==> src/inc/sci_regs.vh <==
/*
 * Register indices, field positions, reset values and codes of the
 * socket command and event block. Assumes byte address = 4 * index.
 */
`ifndef SCI_REGS_VH
`define SCI_REGS_VH

// ----------------------------------------------------------------
// Register indices (byte address is four times the index)
// ----------------------------------------------------------------
`define SCI_IDX_MODE 24'hfe_4000
`define SCI_IDX_CMD 24'hfe_4001
`define SCI_IDX_FLAGS 24'hfe_4002
`define SCI_IDX_STATE 24'hfe_4003
`define SCI_IDX_RXRD 24'hfe_4028
`define SCI_IDX_MASK 24'hfe_402c
`define SCI_IDX_GFLAGS 24'hfe_0015
`define SCI_IDX_GMASK 24'hfe_0016

// ----------------------------------------------------------------
// Reset values
// ----------------------------------------------------------------
`define SCI_RST_FLAGS 8'h00
`define SCI_RST_MASK 8'hff
`define SCI_RST_GMASK 8'h00

// ----------------------------------------------------------------
// Event flag bit positions
// ----------------------------------------------------------------
`define SCI_EV_CON 0
`define SCI_EV_DISCONNECT_CMD 1
`define SCI_EV_RECEIVE_CMD 2
`define SCI_EV_TIMEOUT 3
`define SCI_EV_SENDOK 4
`define SCI_EV_PPHASE 5
`define SCI_EV_PPP_AUTH_FAIL_FLAG 6
`define SCI_EV_POPT 7

// ----------------------------------------------------------------
// Protocol select codes
// ----------------------------------------------------------------
`define SCI_MODE_TCP 4'h1
`define SCI_MODE_UDP 4'h2
`define SCI_MODE_PPPOE 4'h5

// ----------------------------------------------------------------
// Command codes
// ----------------------------------------------------------------
`define SCI_CMD_OPEN 8'h01
`define SCI_CMD_LISTEN 8'h02
`define SCI_CMD_CONNECT 8'h04
`define SCI_CMD_DISCONNECT_CMD 8'h08
`define SCI_CMD_CLOSE 8'h10
`define SCI_CMD_SEND 8'h20
`define SCI_CMD_SEND_RAW 8'h21
`define SCI_CMD_KEEP 8'h22
`define SCI_CMD_PPP_LINK_OPEN 8'h23
`define SCI_CMD_PPP_LINK_CLOSE 8'h24
`define SCI_CMD_PREQ 8'h25
`define SCI_CMD_PNAK 8'h26
`define SCI_CMD_PREJ 8'h27
`define SCI_CMD_RECEIVE_CMD 8'h40

// ----------------------------------------------------------------
// Decoded action bit positions
// ----------------------------------------------------------------
`define SCI_ACT_W 14
`define SCI_A_OPEN 0
`define SCI_A_LISTEN 1
`define SCI_A_CONNECT 2
`define SCI_A_DISCONNECT_CMD 3
`define SCI_A_CLOSE 4
`define SCI_A_SEND 5
`define SCI_A_SEND_RAW 6
`define SCI_A_KEEP 7
`define SCI_A_RECEIVE_CMD 8
`define SCI_A_PPP_LINK_OPEN 9
`define SCI_A_PDIS 10
`define SCI_A_PREQ 11
`define SCI_A_PNAK 12
`define SCI_A_PREJ 13

// ----------------------------------------------------------------
// Socket state codes
// ----------------------------------------------------------------
`define SCI_ST_CLOSED 8'h00
`define SCI_ST_INIT 8'h13
`define SCI_ST_LISTEN 8'h14
`define SCI_ST_SYNSENT 8'h15
`define SCI_ST_CONNECTED 8'h17
`define SCI_ST_FINWAIT 8'h18
`define SCI_ST_CLOSE_WAIT 8'h1c
`define SCI_ST_LASTACK 8'h1d
`define SCI_ST_UDP 8'h22
`define SCI_ST_PPPOE 8'h5f

`endif

==> src/sci_cmd_dec.v <==
/*
 * Command decoder: turns a command code into one action bit, checked
 * against protocol and socket state. Assumes a single socket 0.
 */
`include "sci_regs.vh"
`default_nettype none

module sci_cmd_dec (
  // Command and context
  input wire [7:0] i_code,
  input wire [3:0] i_mode,
  input wire [7:0] i_state,
  // Decoded action
  output reg [`SCI_ACT_W-1:0] o_act
);

  wire tcp;
  wire udp;
  wire ppp;
  assign tcp = (i_mode == `SCI_MODE_TCP);
  assign udp = (i_mode == `SCI_MODE_UDP);
  assign ppp = (i_mode == `SCI_MODE_PPPOE);

  always @* begin
    o_act = {`SCI_ACT_W{1'b0}};
    case (i_code)
      `SCI_CMD_OPEN: o_act[`SCI_A_OPEN] = 1'b1;
      `SCI_CMD_LISTEN: o_act[`SCI_A_LISTEN] = tcp;
      `SCI_CMD_CONNECT: o_act[`SCI_A_CONNECT] = tcp;
      `SCI_CMD_DISCONNECT_CMD: o_act[`SCI_A_DISCONNECT_CMD] = tcp;
      `SCI_CMD_CLOSE: o_act[`SCI_A_CLOSE] = 1'b1;
      `SCI_CMD_SEND: o_act[`SCI_A_SEND] = 1'b1;
      `SCI_CMD_SEND_RAW: o_act[`SCI_A_SEND_RAW] = udp;
      `SCI_CMD_KEEP: o_act[`SCI_A_KEEP] = tcp &&
        (i_state == `SCI_ST_CONNECTED);
      `SCI_CMD_RECEIVE_CMD: o_act[`SCI_A_RECEIVE_CMD] = 1'b1;
      `SCI_CMD_PPP_LINK_OPEN: o_act[`SCI_A_PPP_LINK_OPEN] = ppp;
      `SCI_CMD_PPP_LINK_CLOSE: o_act[`SCI_A_PDIS] = ppp;
      `SCI_CMD_PREQ: o_act[`SCI_A_PREQ] = ppp;
      `SCI_CMD_PNAK: o_act[`SCI_A_PNAK] = ppp;
      `SCI_CMD_PREJ: o_act[`SCI_A_PREJ] = ppp;
      default: o_act = {`SCI_ACT_W{1'b0}};
    endcase
  end

endmodule // sci_cmd_dec
`default_nettype wire

==> src/sci_w1c_flags.v <==
/*
 * Masked event flags, cleared by writing one. A set in the same cycle
 * as a clear wins. Assumes events and clears on the same clock.
 */
`include "sci_regs.vh"
`default_nettype none

module sci_w1c_flags (
  // Clock and reset
  input wire i_clk,
  input wire i_srst,
  // Events and software clear
  input wire [7:0] i_event,
  input wire [7:0] i_mask,
  input wire i_clr_we,
  input wire [7:0] i_clr_data,
  // Flags
  output wire [7:0] o_flags
);

  reg [7:0] flags_q;
  wire [7:0] set;
  wire [7:0] clr;

  assign set = i_event & i_mask;
  assign clr = i_clr_we ? i_clr_data : 8'h00;
  assign o_flags = flags_q;

  always @(posedge i_clk) begin
    if (i_srst) begin
      flags_q <= `SCI_RST_FLAGS;
    end else begin
      flags_q <= (flags_q & ~clr) | set;
    end
  end

endmodule // sci_w1c_flags
`default_nettype wire

==> src/sci_socket.v <==
/*
 * Socket 0 command interpreter with event flags, global socket flag
 * and active-low interrupt, reached over an Avalon-MM slave with
 * waitrequest. Assumes the packet engine runs on the same clock and
 * gives one-cycle event pulses; the PPPoE commands need socket 0.
 */
`include "sci_regs.vh"
`default_nettype none

// Function
// - Successful connect moves state to connected and sets flag bit 0.
// - Connect fails to closed on resolution timeout, TCP timeout or reset.
// - Disconnect 0x08, TCP only, sends FIN actively or answers peer FIN.
// - After disconnect, FIN/ACK or timeout (bit 3) closes the socket.
// - A reset from the peer closes the socket in TCP mode only.
// - Send 0x20 transmits all untransmitted data in transmit memory.
// - Send 0x21, UDP only, uses software hardware address, no resolution.
// - Keepalive 0x22 in TCP, connected state only, sends a probe; failure raises timeout.
// - Receive 0x40 consumes data up to the receive read pointer.
// - PPPoE link open 0x23 and close 0x24 only on socket 0.
// - PPP codes 0x25, 0x26, 0x27 send request, nak, reject.
// - An event flag is set only while its mask bit is one.
// - Writing one clears a flag; software writes ones only to clear.
// - All flags cleared clears the socket's global flag bit.
// - Mask and flag set the global bit; global mask drives interrupt.
// - Transmit-done flag bit 4 sets when a send completes.
// - Timeout flag bit 3 sets on resolution or TCP timeout.
// - Receive flag bit 2 sets on every arriving data packet.
// - Disconnect flag bit 1 sets on FIN or FIN/ACK received.
// - Connected flag bit 0 sets once on entry to connected.
// - PPPoE sets bit 7 bad option, bit 6 auth fail, bit 5 phase.
// - Closed is 0x00, connected 0x17; close paths force closed.
module sci_socket (
  // Clock and reset
  input wire i_clk,
  input wire i_srst,
  // Avalon-MM slave
  input wire [25:0] i_avs_address,
  input wire i_avs_read,
  input wire i_avs_write,
  input wire [31:0] i_avs_writedata,
  output reg [31:0] o_avs_readdata,
  output reg o_avs_waitrequest,
  // Events from packet engine
  input wire i_ev_synack,
  input wire i_ev_rst,
  input wire i_ev_fin,
  input wire i_ev_finack,
  input wire i_ev_arp_to,
  input wire i_ev_tcp_to,
  input wire i_ev_ka_fail,
  input wire i_ev_data_rx,
  input wire i_ev_send_done,
  input wire i_ev_ppp_opt,
  input wire i_ev_ppp_auth_fail,
  input wire i_ev_ppp_phase,
  // Requests to packet engine
  output reg o_tx_syn,
  output reg o_tx_fin,
  output reg o_tx_send,
  output reg o_tx_raw_dest,
  output reg o_tx_keepalive,
  output reg o_rx_consume,
  output reg [15:0] o_rx_read_ptr,
  output reg o_ppp_link_open,
  output reg o_ppp_link_close,
  output reg o_ppp_msg,
  output reg [1:0] o_ppp_msg_kind,
  // Status and interrupt
  output reg [7:0] o_socket_state,
  output reg o_net_irq_n
);

  // ----------------------------------------------------------------
  // Command engine states
  // ----------------------------------------------------------------
  localparam [1:0] CE_IDLE = 2'b01;
  localparam [1:0] CE_SEND = 2'b10;

  reg [1:0] ce_q;
  reg [1:0] ce_d;
  reg [3:0] mode_q;
  reg [7:0] mask_q;
  reg [7:0] gmask_q;
  reg [7:0] cmd_q;
  reg cmd_pend_q;
  reg [7:0] state_d;
  reg [7:0] ev;
  wire [7:0] flags;
  wire [`SCI_ACT_W-1:0] act;
  wire [`SCI_ACT_W-1:0] act_go;
  wire gflag;
  wire take;
  wire wr_en;
  wire [23:0] idx;
  wire aligned;
  wire tcp;
  wire ppp;

  // ----------------------------------------------------------------
  // Bus decode: one wait cycle, then accept
  // ----------------------------------------------------------------
  assign take = (i_avs_read || i_avs_write) && !o_avs_waitrequest;
  assign wr_en = take && i_avs_write;
  assign idx = i_avs_address[25:2];
  assign aligned = (i_avs_address[1:0] == 2'b00);
  assign tcp = (mode_q == `SCI_MODE_TCP);
  assign ppp = (mode_q == `SCI_MODE_PPPOE);

  always @(posedge i_clk) begin
    if (i_srst) begin
      o_avs_waitrequest <= 1'b1;
    end else if ((i_avs_read || i_avs_write) && o_avs_waitrequest) begin
      o_avs_waitrequest <= 1'b0;
    end else begin
      o_avs_waitrequest <= 1'b1;
    end
  end

  always @(posedge i_clk) begin
    if (i_srst) begin
      o_avs_readdata <= 32'h0000_0000;
    end else if (i_avs_read && o_avs_waitrequest) begin
      o_avs_readdata <= 32'h0000_0000;
      if (aligned) begin
        case (idx)
          `SCI_IDX_MODE: o_avs_readdata[3:0] <= mode_q;
          `SCI_IDX_CMD: o_avs_readdata[7:0] <= cmd_pend_q ? cmd_q : 8'h00;
          `SCI_IDX_FLAGS: o_avs_readdata[7:0] <= flags;
          `SCI_IDX_STATE: o_avs_readdata[7:0] <= o_socket_state;
          `SCI_IDX_RXRD: o_avs_readdata[15:0] <= o_rx_read_ptr;
          `SCI_IDX_MASK: o_avs_readdata[7:0] <= mask_q;
          `SCI_IDX_GFLAGS: o_avs_readdata[7:0] <= {7'h00, gflag};
          `SCI_IDX_GMASK: o_avs_readdata[7:0] <= gmask_q;
          default: o_avs_readdata <= 32'h0000_0000;
        endcase
      end
    end
  end

  // ----------------------------------------------------------------
  // Software registers
  // ----------------------------------------------------------------
  always @(posedge i_clk) begin
    if (i_srst) begin
      mode_q <= 4'h0;
      mask_q <= `SCI_RST_MASK;
      gmask_q <= `SCI_RST_GMASK;
      o_rx_read_ptr <= 16'h0000;
      cmd_q <= 8'h00;
      cmd_pend_q <= 1'b0;
    end else begin
      if (wr_en && aligned && idx == `SCI_IDX_MODE) begin
        mode_q <= i_avs_writedata[3:0];
      end
      if (wr_en && aligned && idx == `SCI_IDX_MASK) begin
        mask_q <= i_avs_writedata[7:0];
      end
      if (wr_en && aligned && idx == `SCI_IDX_GMASK) begin
        gmask_q <= i_avs_writedata[7:0];
      end
      if (wr_en && aligned && idx == `SCI_IDX_RXRD) begin
        o_rx_read_ptr <= i_avs_writedata[15:0];
      end
      if (wr_en && aligned && idx == `SCI_IDX_CMD) begin
        cmd_q <= i_avs_writedata[7:0];
        cmd_pend_q <= 1'b1;
      end else if (ce_q == CE_IDLE) begin
        cmd_pend_q <= 1'b0;
      end
    end
  end

  // ----------------------------------------------------------------
  // Command decode
  // ----------------------------------------------------------------
  sci_cmd_dec u_dec (
    .i_code(cmd_q),
    .i_mode(mode_q),
    .i_state(o_socket_state),
    .o_act(act)
  );

  assign act_go = (cmd_pend_q && ce_q == CE_IDLE) ? act :
    {`SCI_ACT_W{1'b0}};

  // ----------------------------------------------------------------
  // Socket state and command engine
  // ----------------------------------------------------------------
  always @* begin
    state_d = o_socket_state;
    ce_d = ce_q;
    case (ce_q)
      CE_IDLE: begin
        if (act_go[`SCI_A_SEND] || act_go[`SCI_A_SEND_RAW]) begin
          ce_d = CE_SEND;
        end
      end
      CE_SEND: begin
        if (i_ev_send_done) begin
          ce_d = CE_IDLE;
        end
      end
      default: ce_d = CE_IDLE;
    endcase
    if (act_go[`SCI_A_OPEN]) begin
      case (mode_q)
        `SCI_MODE_TCP: state_d = `SCI_ST_INIT;
        `SCI_MODE_UDP: state_d = `SCI_ST_UDP;
        `SCI_MODE_PPPOE: state_d = `SCI_ST_PPPOE;
        default: state_d = `SCI_ST_CLOSED;
      endcase
    end
    if (act_go[`SCI_A_LISTEN] && o_socket_state == `SCI_ST_INIT) begin
      state_d = `SCI_ST_LISTEN;
    end
    if (act_go[`SCI_A_CONNECT] && o_socket_state == `SCI_ST_INIT) begin
      state_d = `SCI_ST_SYNSENT;
    end
    if (act_go[`SCI_A_DISCONNECT_CMD]) begin
      if (o_socket_state == `SCI_ST_CONNECTED) begin
        state_d = `SCI_ST_FINWAIT;
      end else if (o_socket_state == `SCI_ST_CLOSE_WAIT) begin
        state_d = `SCI_ST_LASTACK;
      end else begin
        state_d = `SCI_ST_CLOSED;
      end
    end
    if (i_ev_synack && (o_socket_state == `SCI_ST_SYNSENT ||
        o_socket_state == `SCI_ST_LISTEN)) begin
      state_d = `SCI_ST_CONNECTED;
    end
    if (i_ev_fin && o_socket_state == `SCI_ST_CONNECTED) begin
      state_d = `SCI_ST_CLOSE_WAIT;
    end
    if (i_ev_finack && (o_socket_state == `SCI_ST_FINWAIT ||
        o_socket_state == `SCI_ST_LASTACK)) begin
      state_d = `SCI_ST_CLOSED;
    end
    if (tcp && (i_ev_arp_to || i_ev_tcp_to)) begin
      state_d = `SCI_ST_CLOSED;
    end
    if (tcp && i_ev_rst) begin
      state_d = `SCI_ST_CLOSED;
    end
    if (act_go[`SCI_A_CLOSE]) begin
      state_d = `SCI_ST_CLOSED;
      ce_d = CE_IDLE;
    end
  end

  always @(posedge i_clk) begin
    if (i_srst) begin
      ce_q <= CE_IDLE;
      o_socket_state <= `SCI_ST_CLOSED;
    end else begin
      ce_q <= ce_d;
      o_socket_state <= state_d;
    end
  end

  // ----------------------------------------------------------------
  // Requests to the packet engine
  // ----------------------------------------------------------------
  always @(posedge i_clk) begin
    if (i_srst) begin
      o_tx_syn <= 1'b0;
      o_tx_fin <= 1'b0;
      o_tx_send <= 1'b0;
      o_tx_raw_dest <= 1'b0;
      o_tx_keepalive <= 1'b0;
      o_rx_consume <= 1'b0;
      o_ppp_link_open <= 1'b0;
      o_ppp_link_close <= 1'b0;
      o_ppp_msg <= 1'b0;
      o_ppp_msg_kind <= 2'b00;
    end else begin
      o_tx_syn <= act_go[`SCI_A_CONNECT] &&
        o_socket_state == `SCI_ST_INIT;
      o_tx_fin <= act_go[`SCI_A_DISCONNECT_CMD] &&
        (o_socket_state == `SCI_ST_CONNECTED ||
        o_socket_state == `SCI_ST_CLOSE_WAIT);
      o_tx_send <= act_go[`SCI_A_SEND] || act_go[`SCI_A_SEND_RAW];
      o_tx_raw_dest <= act_go[`SCI_A_SEND_RAW];
      o_tx_keepalive <= act_go[`SCI_A_KEEP];
      o_rx_consume <= act_go[`SCI_A_RECEIVE_CMD];
      o_ppp_link_open <= act_go[`SCI_A_PPP_LINK_OPEN];
      o_ppp_link_close <= act_go[`SCI_A_PDIS];
      o_ppp_msg <= act_go[`SCI_A_PREQ] || act_go[`SCI_A_PNAK] ||
        act_go[`SCI_A_PREJ];
      if (act_go[`SCI_A_PREQ]) begin
        o_ppp_msg_kind <= 2'b00;
      end else if (act_go[`SCI_A_PNAK]) begin
        o_ppp_msg_kind <= 2'b01;
      end else if (act_go[`SCI_A_PREJ]) begin
        o_ppp_msg_kind <= 2'b10;
      end
    end
  end

  // ----------------------------------------------------------------
  // Event collection
  // ----------------------------------------------------------------
  always @* begin
    ev = 8'h00;
    ev[`SCI_EV_CON] = (state_d == `SCI_ST_CONNECTED) &&
      (o_socket_state != `SCI_ST_CONNECTED);
    ev[`SCI_EV_DISCONNECT_CMD] = i_ev_fin || i_ev_finack;
    ev[`SCI_EV_RECEIVE_CMD] = i_ev_data_rx;
    ev[`SCI_EV_TIMEOUT] = i_ev_arp_to || i_ev_tcp_to ||
      (i_ev_ka_fail && tcp);
    ev[`SCI_EV_SENDOK] = i_ev_send_done && ce_q == CE_SEND;
    ev[`SCI_EV_PPHASE] = i_ev_ppp_phase && ppp;
    ev[`SCI_EV_PPP_AUTH_FAIL_FLAG] = i_ev_ppp_auth_fail && ppp;
    ev[`SCI_EV_POPT] = i_ev_ppp_opt && ppp;
  end

  sci_w1c_flags u_flags (
    .i_clk(i_clk),
    .i_srst(i_srst),
    .i_event(ev),
    .i_mask(mask_q),
    .i_clr_we(wr_en && aligned && idx == `SCI_IDX_FLAGS),
    .i_clr_data(i_avs_writedata[7:0]),
    .o_flags(flags)
  );

  // ----------------------------------------------------------------
  // Global socket flag and interrupt line
  // ----------------------------------------------------------------
  assign gflag = |(flags & mask_q);

  always @(posedge i_clk) begin
    if (i_srst) begin
      o_net_irq_n <= 1'b1;
    end else begin
      o_net_irq_n <= !(gflag && gmask_q[0]);
    end
  end

endmodule // sci_socket
`default_nettype wire

==> config.mk <==
export PLATFORM = sky130hd
export DESIGN_NAME = sci_socket
export DESIGN_NICKNAME = d
export VERILOG_FILES = /design/src/sci_cmd_dec.v /design/src/sci_w1c_flags.v /design/src/sci_socket.v
export VERILOG_INCLUDE_DIRS = /design/src /design/src/inc
export SDC_FILE = /design/constraint.sdc
export NUM_CORES = 1
export LEC_CHECK = 0
export BUFFER_PORTS_ARGS = -buffer_cell sky130_fd_sc_hd__buf_2
export CORE_ASPECT_RATIO = 0.75
export CORE_MARGIN = 5
export CORE_UTILIZATION = 34
export CTS_CLUSTER_DIAMETER = 200
export DETAILED_ROUTE_END_ITERATION = 12
export GPL_ROUTABILITY_DRIVEN = 0
export MAX_ROUTING_LAYER = met4
export PLACE_DENSITY = 0.66
export SETUP_SLACK_MARGIN = 0.4
export SKIP_LAST_GASP = 1
export SLEW_MARGIN = 20
export SYNTH_ARGS = -nofsm -noshare
export SYNTH_HDL_FRONTEND = slang
export SYNTH_SLANG_ARGS = --single-unit
==> constraint.sdc <==
create_clock -name i_clk -period 2.58 [get_ports i_clk]
set_clock_uncertainty 0.05 [all_clocks]
set_input_delay 0.129 -clock i_clk [delete_from_list [all_inputs] [get_ports i_clk]]
set_output_delay 0.129 -clock i_clk [all_outputs]
set_load 0.1 [all_outputs]
==> results of run 1 <==
-- worst min path at each step --
stage | startpoint | to | depth (start not counted)
after detailed placement | i_avs_read | o_avs_waitrequest | 2
after floorplan | i_avs_read | o_avs_waitrequest | 1
after CTS | i_ev_ppp_phase | u_flags.o_flags[5] | 3
final | i_ev_ppp_phase | u_flags.o_flags[5] | 3
after global placement | i_avs_read | o_avs_waitrequest | 2
after global routing | i_ev_ppp_phase | u_flags.o_flags[5] | 3
-- stage by stage --
step	area, sq um	total power (W)	std cells	util
2_1_floorplan	4600	0.00165	526	-
3_3_place_gp	5330	0.00171	791	0.411
3_5_place_dp	5330	0.00171	791	0.411
4_1_cts	5850	0.00303	824	0.451
5_1_grt	5900	0.00310	825	0.455
6_report	5900	0.00302	825	0.455
-- metal layers --
| layer | up-vias | GRT usage |
|---|---|---|
| met3 | 17 | 0.0535 |
| li1 | 2123 | - |
| met4 | 0 | 0.0482 |
| met1 | 2161 | 0.253 |
| met2 | 189 | 0.286 |
| met5 | - | - |
-- layout make-up --
class / instances / area (sq um)
Fill cell: 1257 / 7070
Multi-Input combinational cell: 383 / 2550
Sequential cell: 92 / 1870
Timing Repair Buffer: 159 / 953
Clock buffer: 10 / 250
Tap cell: 171 / 214
Clock inverter: 6 / 43.8
Inverter: 4 / 15.0
-- worst max-delay path: cells and delay by family (launching register included) --
family | cells | cell delay, ns
AO/OA/AOI/OAI | 3 | 0.61
flip-flops | 1 | 0.35
AND/OR/NAND/NOR | 3 | 1.30
-- flip-flops by register name, summed over array words and instances, names as in the netlist, 2 cells and up --
name,cells
cmd_q,8
o_ppp_msg_kind,2
mask_q,8
u_flags.o_flags,8
o_rx_read_ptr,16
o_avs_readdata,16
mode_q,4
ce_q,2
gmask_q,8
o_socket_state,8
-- what timing repair did --
item                                    in CTS  in global routing
resized for setup                           11                 10
setup buffers                                6                  1
endpoints found under the setup margin       7                  8
endpoints found under the hold margin       10                  0
cloned                                       0                  0
hold buffers                                11                  0
pin swaps                                    7                  3
-- logic make-up (layout without fill, tap and decap cells) --
logic type             count (synthesis)  count (layout)  share of synthesized area
AND/OR/NAND/NOR                      223             223                      0.265
AO/OA/AOI/OAI                         92              92                      0.148
flip-flops                            92              92                      0.410
multiplexers                          51              51                      0.115
buffers and inverters                 51             179                     0.0607
other                                  1              16                   0.000834
XOR/XNOR                               1               1                    0.00195
-- synth_stat cells, drive strengths merged (4+ instances only) --
cell type	instances	area, sq um
dfxtp	92	1840
nor2	62	233
mux2i	47	470
nand2	43	161
nand3	28	140
clkbuf	24	90.1
buf	23	168
a21oi	21	105
a22oi	21	158
nor3	15	85.1
nand2b	9	56.3
nand4	9	56.3
o21ai	9	45.0
a22o	8	70.1
or3	8	50.1
nor4	7	50.1
a211oi	5	42.5
a221o	5	50.1
nor4b	5	50.0
or4	5	41.3
or4b	5	50.1
a211o	4	35.0
inv	4	15.0
mux2	4	45.0
nor2b	4	25.0
nor4bb	4	40.0
o2bb2ai	4	35.0
-- power breakdown --
part	internal [W]	switching, W	total, W
Sequential	0.00142	0.00000557	0.00142
Clock	0.000719	0.000598	0.00132
Combinational	0.0000689	0.000206	0.000275
Total	0.00221	0.000810	0.00302
==> metrics.txt, run 1 <==
outcome=completed; fmax=0.419 GHz; Leakage=2.71 nW; met3 wire len=1260 um; FF-to-FF End=u_flags.o_flags[0]; Total GRT Usage=0.190; DR iter-0 viols=389; power density over the cells=just over 500 nW/um^2; routed wire length per instance=18.1 um; share of cells above drive strength 1=0.318; slowest CP cell=or4b_4; Critical Path Fanout Max=7; period utilisation layout=0.925; num rows=36; Worst-Margin Slew=0.693 ns; prevailing post-synth register cell=dfxtp_1; sequential share of the synthesized area=0.410; die height=110 um; deepest clock path buffer count=2; die width=143 um; # IOs=143; WP data arrival=2.60 ns; final setup TNS=0 ns; Worst Setup Start Kind=register; Reg2Reg Depth=6; syn_area_per_cell=8.80 sq um; drt via density=about 5.4; Post-synth EDFFs=0; total clock buffers created by CTS=9; Worst Hold Margin=0.0198 ns; Vias=4490; Antenna Nets Post-Route=0; commonest cells after routing, fill and taps aside=buf_2, dfxtp_1, nor2_1; Final Setup Violations=0; TritonCTS Sinks=92; CP max stage delay=0.61 ns; most used cell, CP=or4b_4; Netlist cell types=60; Worst VDD drop=361 uV; crit path from=o_socket_state[7]; CTS tree=yes; DRC errors left=0; final hold violations=0; vias in the first global route=4280; Pre-antenna DRT Iters=5; unrepaired setup endpoints after global routing=true; # H-tree levels=3; Port Buffers=110; maxcap violations=0; Clock Latency Late Sink=~0.35 ns; CP endpoint=u_flags.o_flags[0]; Seq cells post-synth=92; Post-Place Setup Slack=between 0.05 and 0.06 ns; first-pass GRT wire length=between 20000 and 25000 um; Setup CP Type=reg -> reg; crit path cell chain=or4b_4 > or4b_4 > a21o_1 > nand2b_1 > o311ai_1 > o31ai_2; initial antenna violation count=0; clock slew at reported path FFs=0.07 ns; Slew Limit Fails=0; Ys Warns=0; CP Data Required Time=approximately 2.8 ns; reg2reg start=o_socket_state[7]; commonest non-fill, non-tap cell in the layout=buf_2; r2r setup slk=0.19 ns; met1 wire length=6660 um; Initial Util=0.347; core box area=13000 sq um; Post-Synthesis Cell Area=between 4000 and 5000 sq um; top routing layer used=met4; clk root buf=clkbuf_16; n_diodes=0; worst hold path class=in -> reg; Final #Nets=between 700 and 800; GRT overflow=0; Routed WL=15000 um; critical path endpoint category=register; Slew HR=0.538; area grow syn2layout=31.2%; met2 routed WL=6830 um; Die ar.=15600 sq um; min setup slack post-route=~0.19 ns; DP HPWL=11200 um; maximum number of pins on one net before global-route repair=30; crit path time final=2.39 ns; ys async rst share=0; Cells after Synth=511
(Power assumes the default switching activity.)
==> run 2, diff against run 1 <==
--- a/config.mk
+++ b/config.mk
@@ -9,12 +9,12 @@
 export BUFFER_PORTS_ARGS = -buffer_cell sky130_fd_sc_hd__buf_2
 export CORE_ASPECT_RATIO = 0.75
 export CORE_MARGIN = 5
-export CORE_UTILIZATION = 34
+export CORE_UTILIZATION = 45
 export CTS_CLUSTER_DIAMETER = 200
 export DETAILED_ROUTE_END_ITERATION = 12
 export GPL_ROUTABILITY_DRIVEN = 0
 export MAX_ROUTING_LAYER = met4
-export PLACE_DENSITY = 0.66
+export PLACE_DENSITY = 0.79
 export SETUP_SLACK_MARGIN = 0.4
 export SKIP_LAST_GASP = 1
 export SLEW_MARGIN = 20
==> constraint.sdc (replaced) <==
create_clock -name i_clk -period 2.7 [get_ports i_clk]
set_clock_uncertainty 0.05 [all_clocks]
set_input_delay 0.135 -clock i_clk [delete_from_list [all_inputs] [get_ports i_clk]]
set_output_delay 0.135 -clock i_clk [all_outputs]
set_load 0.1 [all_outputs]
==> metrics.txt, run 2 (synthesis results as in run 1) <==
outcome=completed (unchanged); slowest CP cell=or4b_4 (unchanged); met2 usage=0.359 (was 0.286); met1 Usage GRT=0.310 (was 0.253); top flop regs=o_avs_readdata (16), o_rx_read_ptr (16) (unchanged); crit path time final=2.36 ns (was 2.39 ns); worst hold path class=in -> reg (unchanged); die width=125 um (was 143 um); deepest clock path buffer count=2 (unchanged); maximum number of pins on one net before global-route repair=36 (was 30); grt met3 use=0.0566 (was 0.0535); Antenna Nets Post-Route=0 (unchanged); Post-Place Setup Slack=0.186 ns (was 0.0539 ns); initial antenna violation count=0 (unchanged); CTS tree=yes (unchanged); Total GRT Usage=0.234 (was 0.190); total clock buffers created by CTS=9 (unchanged); n_diodes=0 (unchanged); # IOs=143 (unchanged); Clock Latency Late Sink=0.34 ns (was 0.35 ns); clock slew at reported path FFs=0.07 ns (about the same); core box area=9700 sq um (was 13000 sq um); area grow syn2layout=29.2% (was 31.2%); unrepaired setup endpoints after global routing=true (unchanged); clk root buf=clkbuf_16 (unchanged); CP Data Required Time=2.91 ns (was 2.79 ns); TritonCTS Sinks=92 (unchanged); power density over the cells=517 nW/um^2 (was 511 nW/um^2); period utilisation layout=0.872 (was 0.925); final setup TNS=0 ns (unchanged); DP HPWL=10500 um (was 11200 um); Leakage=2.69 nW (was 2.71 nW); DR iter-0 viols=546 (was 389); commonest cells after routing, fill and taps aside=buf_2, dfxtp_1, nor2_1 (unchanged); Slew HR=0.566 (was 0.538); Vias=4611 (was 4490); DRC errors left=0 (unchanged); Slew Limit Fails=0 (unchanged); die height=96.6 um (was 110 um); critical path endpoint category=register (unchanged); Final #Nets=716 (was 723); num rows=31 (was 36); first-pass GRT wire length=21800 um (was 22700 um); Pre-antenna DRT Iters=5 (unchanged); Initial Util=0.464 (was 0.347); commonest non-fill, non-tap cell in the layout=buf_2 (unchanged); Worst-Margin Slew=0.651 ns (was 0.693 ns); Routed WL=14500 um (was 15000 um); Critical Path Fanout Max=8 (was 7); vias in the first global route=4231 (was 4280); Port Buffers=110 (unchanged); GRT overflow=0 (unchanged); drt via density=5.92 (was 5.44); Worst VDD drop=321 uV (was 361 uV); Die ar.=12100 sq um (was 15600 sq um); CP max stage delay=0.62 ns (was 0.61 ns); # H-tree levels=3 (unchanged); fmax=0.425 GHz (was 0.419 GHz); Setup CP Type=reg -> reg (unchanged); min setup slack post-route=0.345 ns (was 0.194 ns); r2r setup slk=0.34 ns (was 0.19 ns); WP data arrival=2.57 ns (was 2.60 ns); routed wire length per instance=18.6 um (was 18.1 um); layer with the highest usage=met2 (unchanged); Worst Setup Start Kind=register (unchanged); Final Setup Violations=0 (unchanged); fill count=833 (was 1257); maxcap violations=0 (unchanged); final hold violations=0 (unchanged); crit path cell chain=or4b_4 > or4_4 > nand3_1 > nor2_1 > or4_1 > o31ai_2 (was or4b_4 > or4b_4 > a21o_1 > nand2b_1 > o311ai_1 > o31ai_2); share of cells above drive strength 1=0.308 (was 0.318)
run 2: changes by cell type in the layout (fill, tap and decap cells not counted), sizes merged:
cell	delta
buf	-5
inv	-1
clkbuf	+1
bufinv	+1
dlygate4sd3	-2
clkinv	-1
run 2: power breakdown:
group          switching (W)  leakage, nW  internal [W]  total, W
Clock               0.000548        0.167      0.000837   0.00138
Combinational       0.000196         1.77     0.0000631  0.000259
Sequential        0.00000448        0.750       0.00136   0.00136
Total               0.000748         2.69       0.00226   0.00300
run 2: worst paths after layout:
kind,from,to,depth (start not counted)
worst max register to register,o_socket_state[6],u_flags.o_flags[0],6
worst min-delay path,i_avs_writedata[8],o_rx_read_ptr[8],3
worst min register to register,gmask_q[0],o_net_irq_n,1
worst max-delay path,o_socket_state[6],u_flags.o_flags[0],6
run 2: through the flow:
stage	instance area, sq um	utilization	power, W	instances	hold WS [ns]
after global routing	5810	0.599	0.00308	779	0.00773
after floorplan	4590	-	0.00157	526	0.190
after CTS	5720	0.589	0.00301	774	0.00140
after global placement	5220	0.538	0.00163	744	0.308
final	5810	0.599	0.00300	779	0.00917
after detailed placement	5220	0.538	0.00163	744	0.316
run 2: cell type report:
class                   count  area (sq um)  share of cell area
multi-input cells         383          2530               0.435
clock inverters             5          61.3              0.0106
flip-flops and latches     92          1870               0.322
inverters                   4          15.0             0.00259
repair buffers            152           892               0.154
clock buffers              11           275              0.0474
well taps                 132           165              0.0284
run 2: critical path, delay by kind of cell, from the launching register on:
| family | cells | cell delay [ns] |
|---|---|---|
| AND/OR/NAND/NOR | 5 | 1.68 |
| flip-flops | 1 | 0.37 |
| AO/OA/AOI/OAI | 1 | 0.18 |
run 2: what timing repair did:
item                                    CTS  global route
setup buffers                             5             5
endpoints found under the setup margin    2             1
gates resized for setup                   6            11
pin swaps                                 7             5
hold endpoints to repair                  8             0
hold buffers                              9             0
run 2: per-layer routing:
layer	up-vias	routed length, um
li1	2112	-
met1	2187	5890
met2	277	6660
met3	35	1600
met4	0	320
met5	-	0
==> run 3, diff against run 2 <==
==> constraint.sdc (replaced) <==
create_clock -name i_clk -period 2.6 [get_ports i_clk]
set_clock_uncertainty 0.05 [all_clocks]
set_input_delay 0.13 -clock i_clk [delete_from_list [all_inputs] [get_ports i_clk]]
set_output_delay 0.13 -clock i_clk [all_outputs]
set_load 0.1 [all_outputs]
==> metrics.txt, run 3 (synthesis results as in run 1) <==
drt via density=5.92 (about the same); WP data arrival=2.72 ns (was 2.57 ns); DP HPWL=10600 um (was 10500 um); Worst-Margin Slew=0.683 ns (was 0.651 ns); Worst VDD drop=294 uV (was 321 uV); n_diodes=0 (unchanged); clk root buf=clkbuf_16 (unchanged); Routed WL=14600 um (was 14500 um); # IOs=143 (unchanged); clock slew at reported path FFs=0.07 ns (about the same); final hold violations=0 (unchanged); fmax=0.399 GHz (was 0.425 GHz); num rows=31 (unchanged); maxcap violations=0 (unchanged); maximum number of pins on one net before global-route repair=36 (unchanged); outcome=completed (unchanged); Final Setup Violations=0 (unchanged); Port Buffers=110 (unchanged); Antenna Nets Post-Route=0 (unchanged); combinational group share of total power=0.090 (was 0.086); Initial Util=0.464 (unchanged); routed wire length per instance=18.7 um (was 18.6 um); Setup CP Type=reg -> reg (unchanged); first-pass GRT wire length=22500 um (was 21800 um); Seq pwr share=0.470 (was 0.453); clock network power share=0.440 (was 0.461); Leakage=2.70 nW (was 2.69 nW); final setup TNS=0 ns (unchanged); fin util=0.602 (was 0.599); Die ar.=12100 sq um (unchanged); core box area=9700 sq um (unchanged); die width=125 um (unchanged); worst hold path class=in -> reg (unchanged); Slew HR=0.545 (was 0.566); # H-tree levels=3 (unchanged); CP Data Required Time=2.81 ns (was 2.91 ns); DRC errors left=0 (unchanged); Post-Place Setup Slack=0.106 ns (was 0.186 ns); TritonCTS Sinks=92 (unchanged); unrepaired setup endpoints after global routing=true (unchanged); top flop regs=o_avs_readdata (16), o_rx_read_ptr (16) (unchanged); crit path time final=2.50 ns (was 2.36 ns); period utilisation layout=0.963 (was 0.872); Total GRT Usage=0.240 (was 0.234); Switching Share=0.253 (was 0.249); commonest cells after routing, fill and taps aside=buf_2, dfxtp_1, nor2_1 (unchanged); GRT overflow=0 (unchanged); cell-internal power=0.00225 W (was 0.00226 W); sw power=0.000761 W (was 0.000748 W); Final #Nets=721 (was 716); deepest clock path buffer count=2 (unchanged); DR iter-0 viols=522 (was 546); commonest non-fill, non-tap cell in the layout=buf_2 (unchanged); Worst Hold Margin=0.0255 ns (was 0.00917 ns); CTS tree=yes (unchanged); min setup slack post-route=0.0950 ns (was 0.345 ns); Critical Path Fanout Max=5 (was 8); total clock buffers created by CTS=9 (unchanged); Pre-antenna DRT Iters=5 (unchanged); power density over the cells=515 nW/um^2 (was 517 nW/um^2); Slew Limit Fails=0 (unchanged); Vias=4634 (was 4611); area grow syn2layout=29.9% (was 29.2%); Worst Setup Start Kind=register (unchanged); vias in the first global route=4385 (was 4231); die height=96.6 um (unchanged); critical path endpoint category=register (unchanged); share of cells above drive strength 1=0.315 (was 0.308); initial antenna violation count=0 (unchanged); Clock Latency Late Sink=0.34 ns (about the same)
-- run 3: metal layers --
| metal | track usage | vias to the layer above | wire, um |
|---|---|---|---|
| li1 | - | 2118 | - |
| met1 | 0.315 | 2209 | 6040 |
| met2 | 0.372 | 278 | 6710 |
| met3 | 0.0544 | 29 | 1560 |
| met4 | 0.0794 | 0 | 297 |
| met5 | - | - | 0 |
-- run 3: worst paths after layout --
check            startpoint  depth (start not counted)                 end  slack (ns)
max reg2reg        cmd_q[6]                          7  u_flags.o_flags[0]         0.1
min          i_ev_ppp_phase                          3  u_flags.o_flags[5]        0.03
max                cmd_q[6]                          7  u_flags.o_flags[0]         0.1
min reg2reg      gmask_q[0]                          1         o_net_irq_n        0.38
-- run 3: what timing repair did --
item / CTS / global route
endpoints found under the hold margin: 9 / 0
endpoints found under the setup margin: 6 / 8
pin swaps: 7 / 9
hold buffers: 10 / 0
buffers inserted: 5 / 2
resized for setup: 7 / 16
-- run 3: layout make-up --
class	count	area (sq um)
clock inverters	5	62.6
repair buffers	157	940
fillers	837	3860
well taps	132	165
flip-flops and latches	92	1870
inverters	4	15.0
clock buffers	10	239
multi-input cells	383	2550
-- run 3: per-stage QoR --
stage / power (W) / instance area (sq um) / instances
after floorplan: 0.00163 / 4590 / 526
after global placement: 0.00169 / 5280 / 751
after detailed placement: 0.00170 / 5280 / 751
after CTS: 0.00301 / 5760 / 781
after global routing: 0.00309 / 5840 / 783
final: 0.00301 / 5840 / 783
-- run 3: power by group through the flow --
| stage | combinational [W] | sequential [W] | clock [W] |
|---|---|---|---|
| after floorplan | 0.000181 | 0.00145 | 0 |
| after global placement | 0.000247 | 0.00145 | 0 |
| after detailed placement | 0.000251 | 0.00145 | 0 |
| after CTS | 0.000264 | 0.00141 | 0.00133 |
| after global routing | 0.000282 | 0.00141 | 0.00139 |
| final | 0.000270 | 0.00141 | 0.00132 |
-- run 3: critical path: stages (launching register included) --
cell and delay [ns]:
dfxtp_2 0.32, or3_4 0.40, or4_4 0.57, buf_6 0.16, nor3_4 0.12, nor2_2 0.06
or4_4 0.50, o31ai_4 0.25
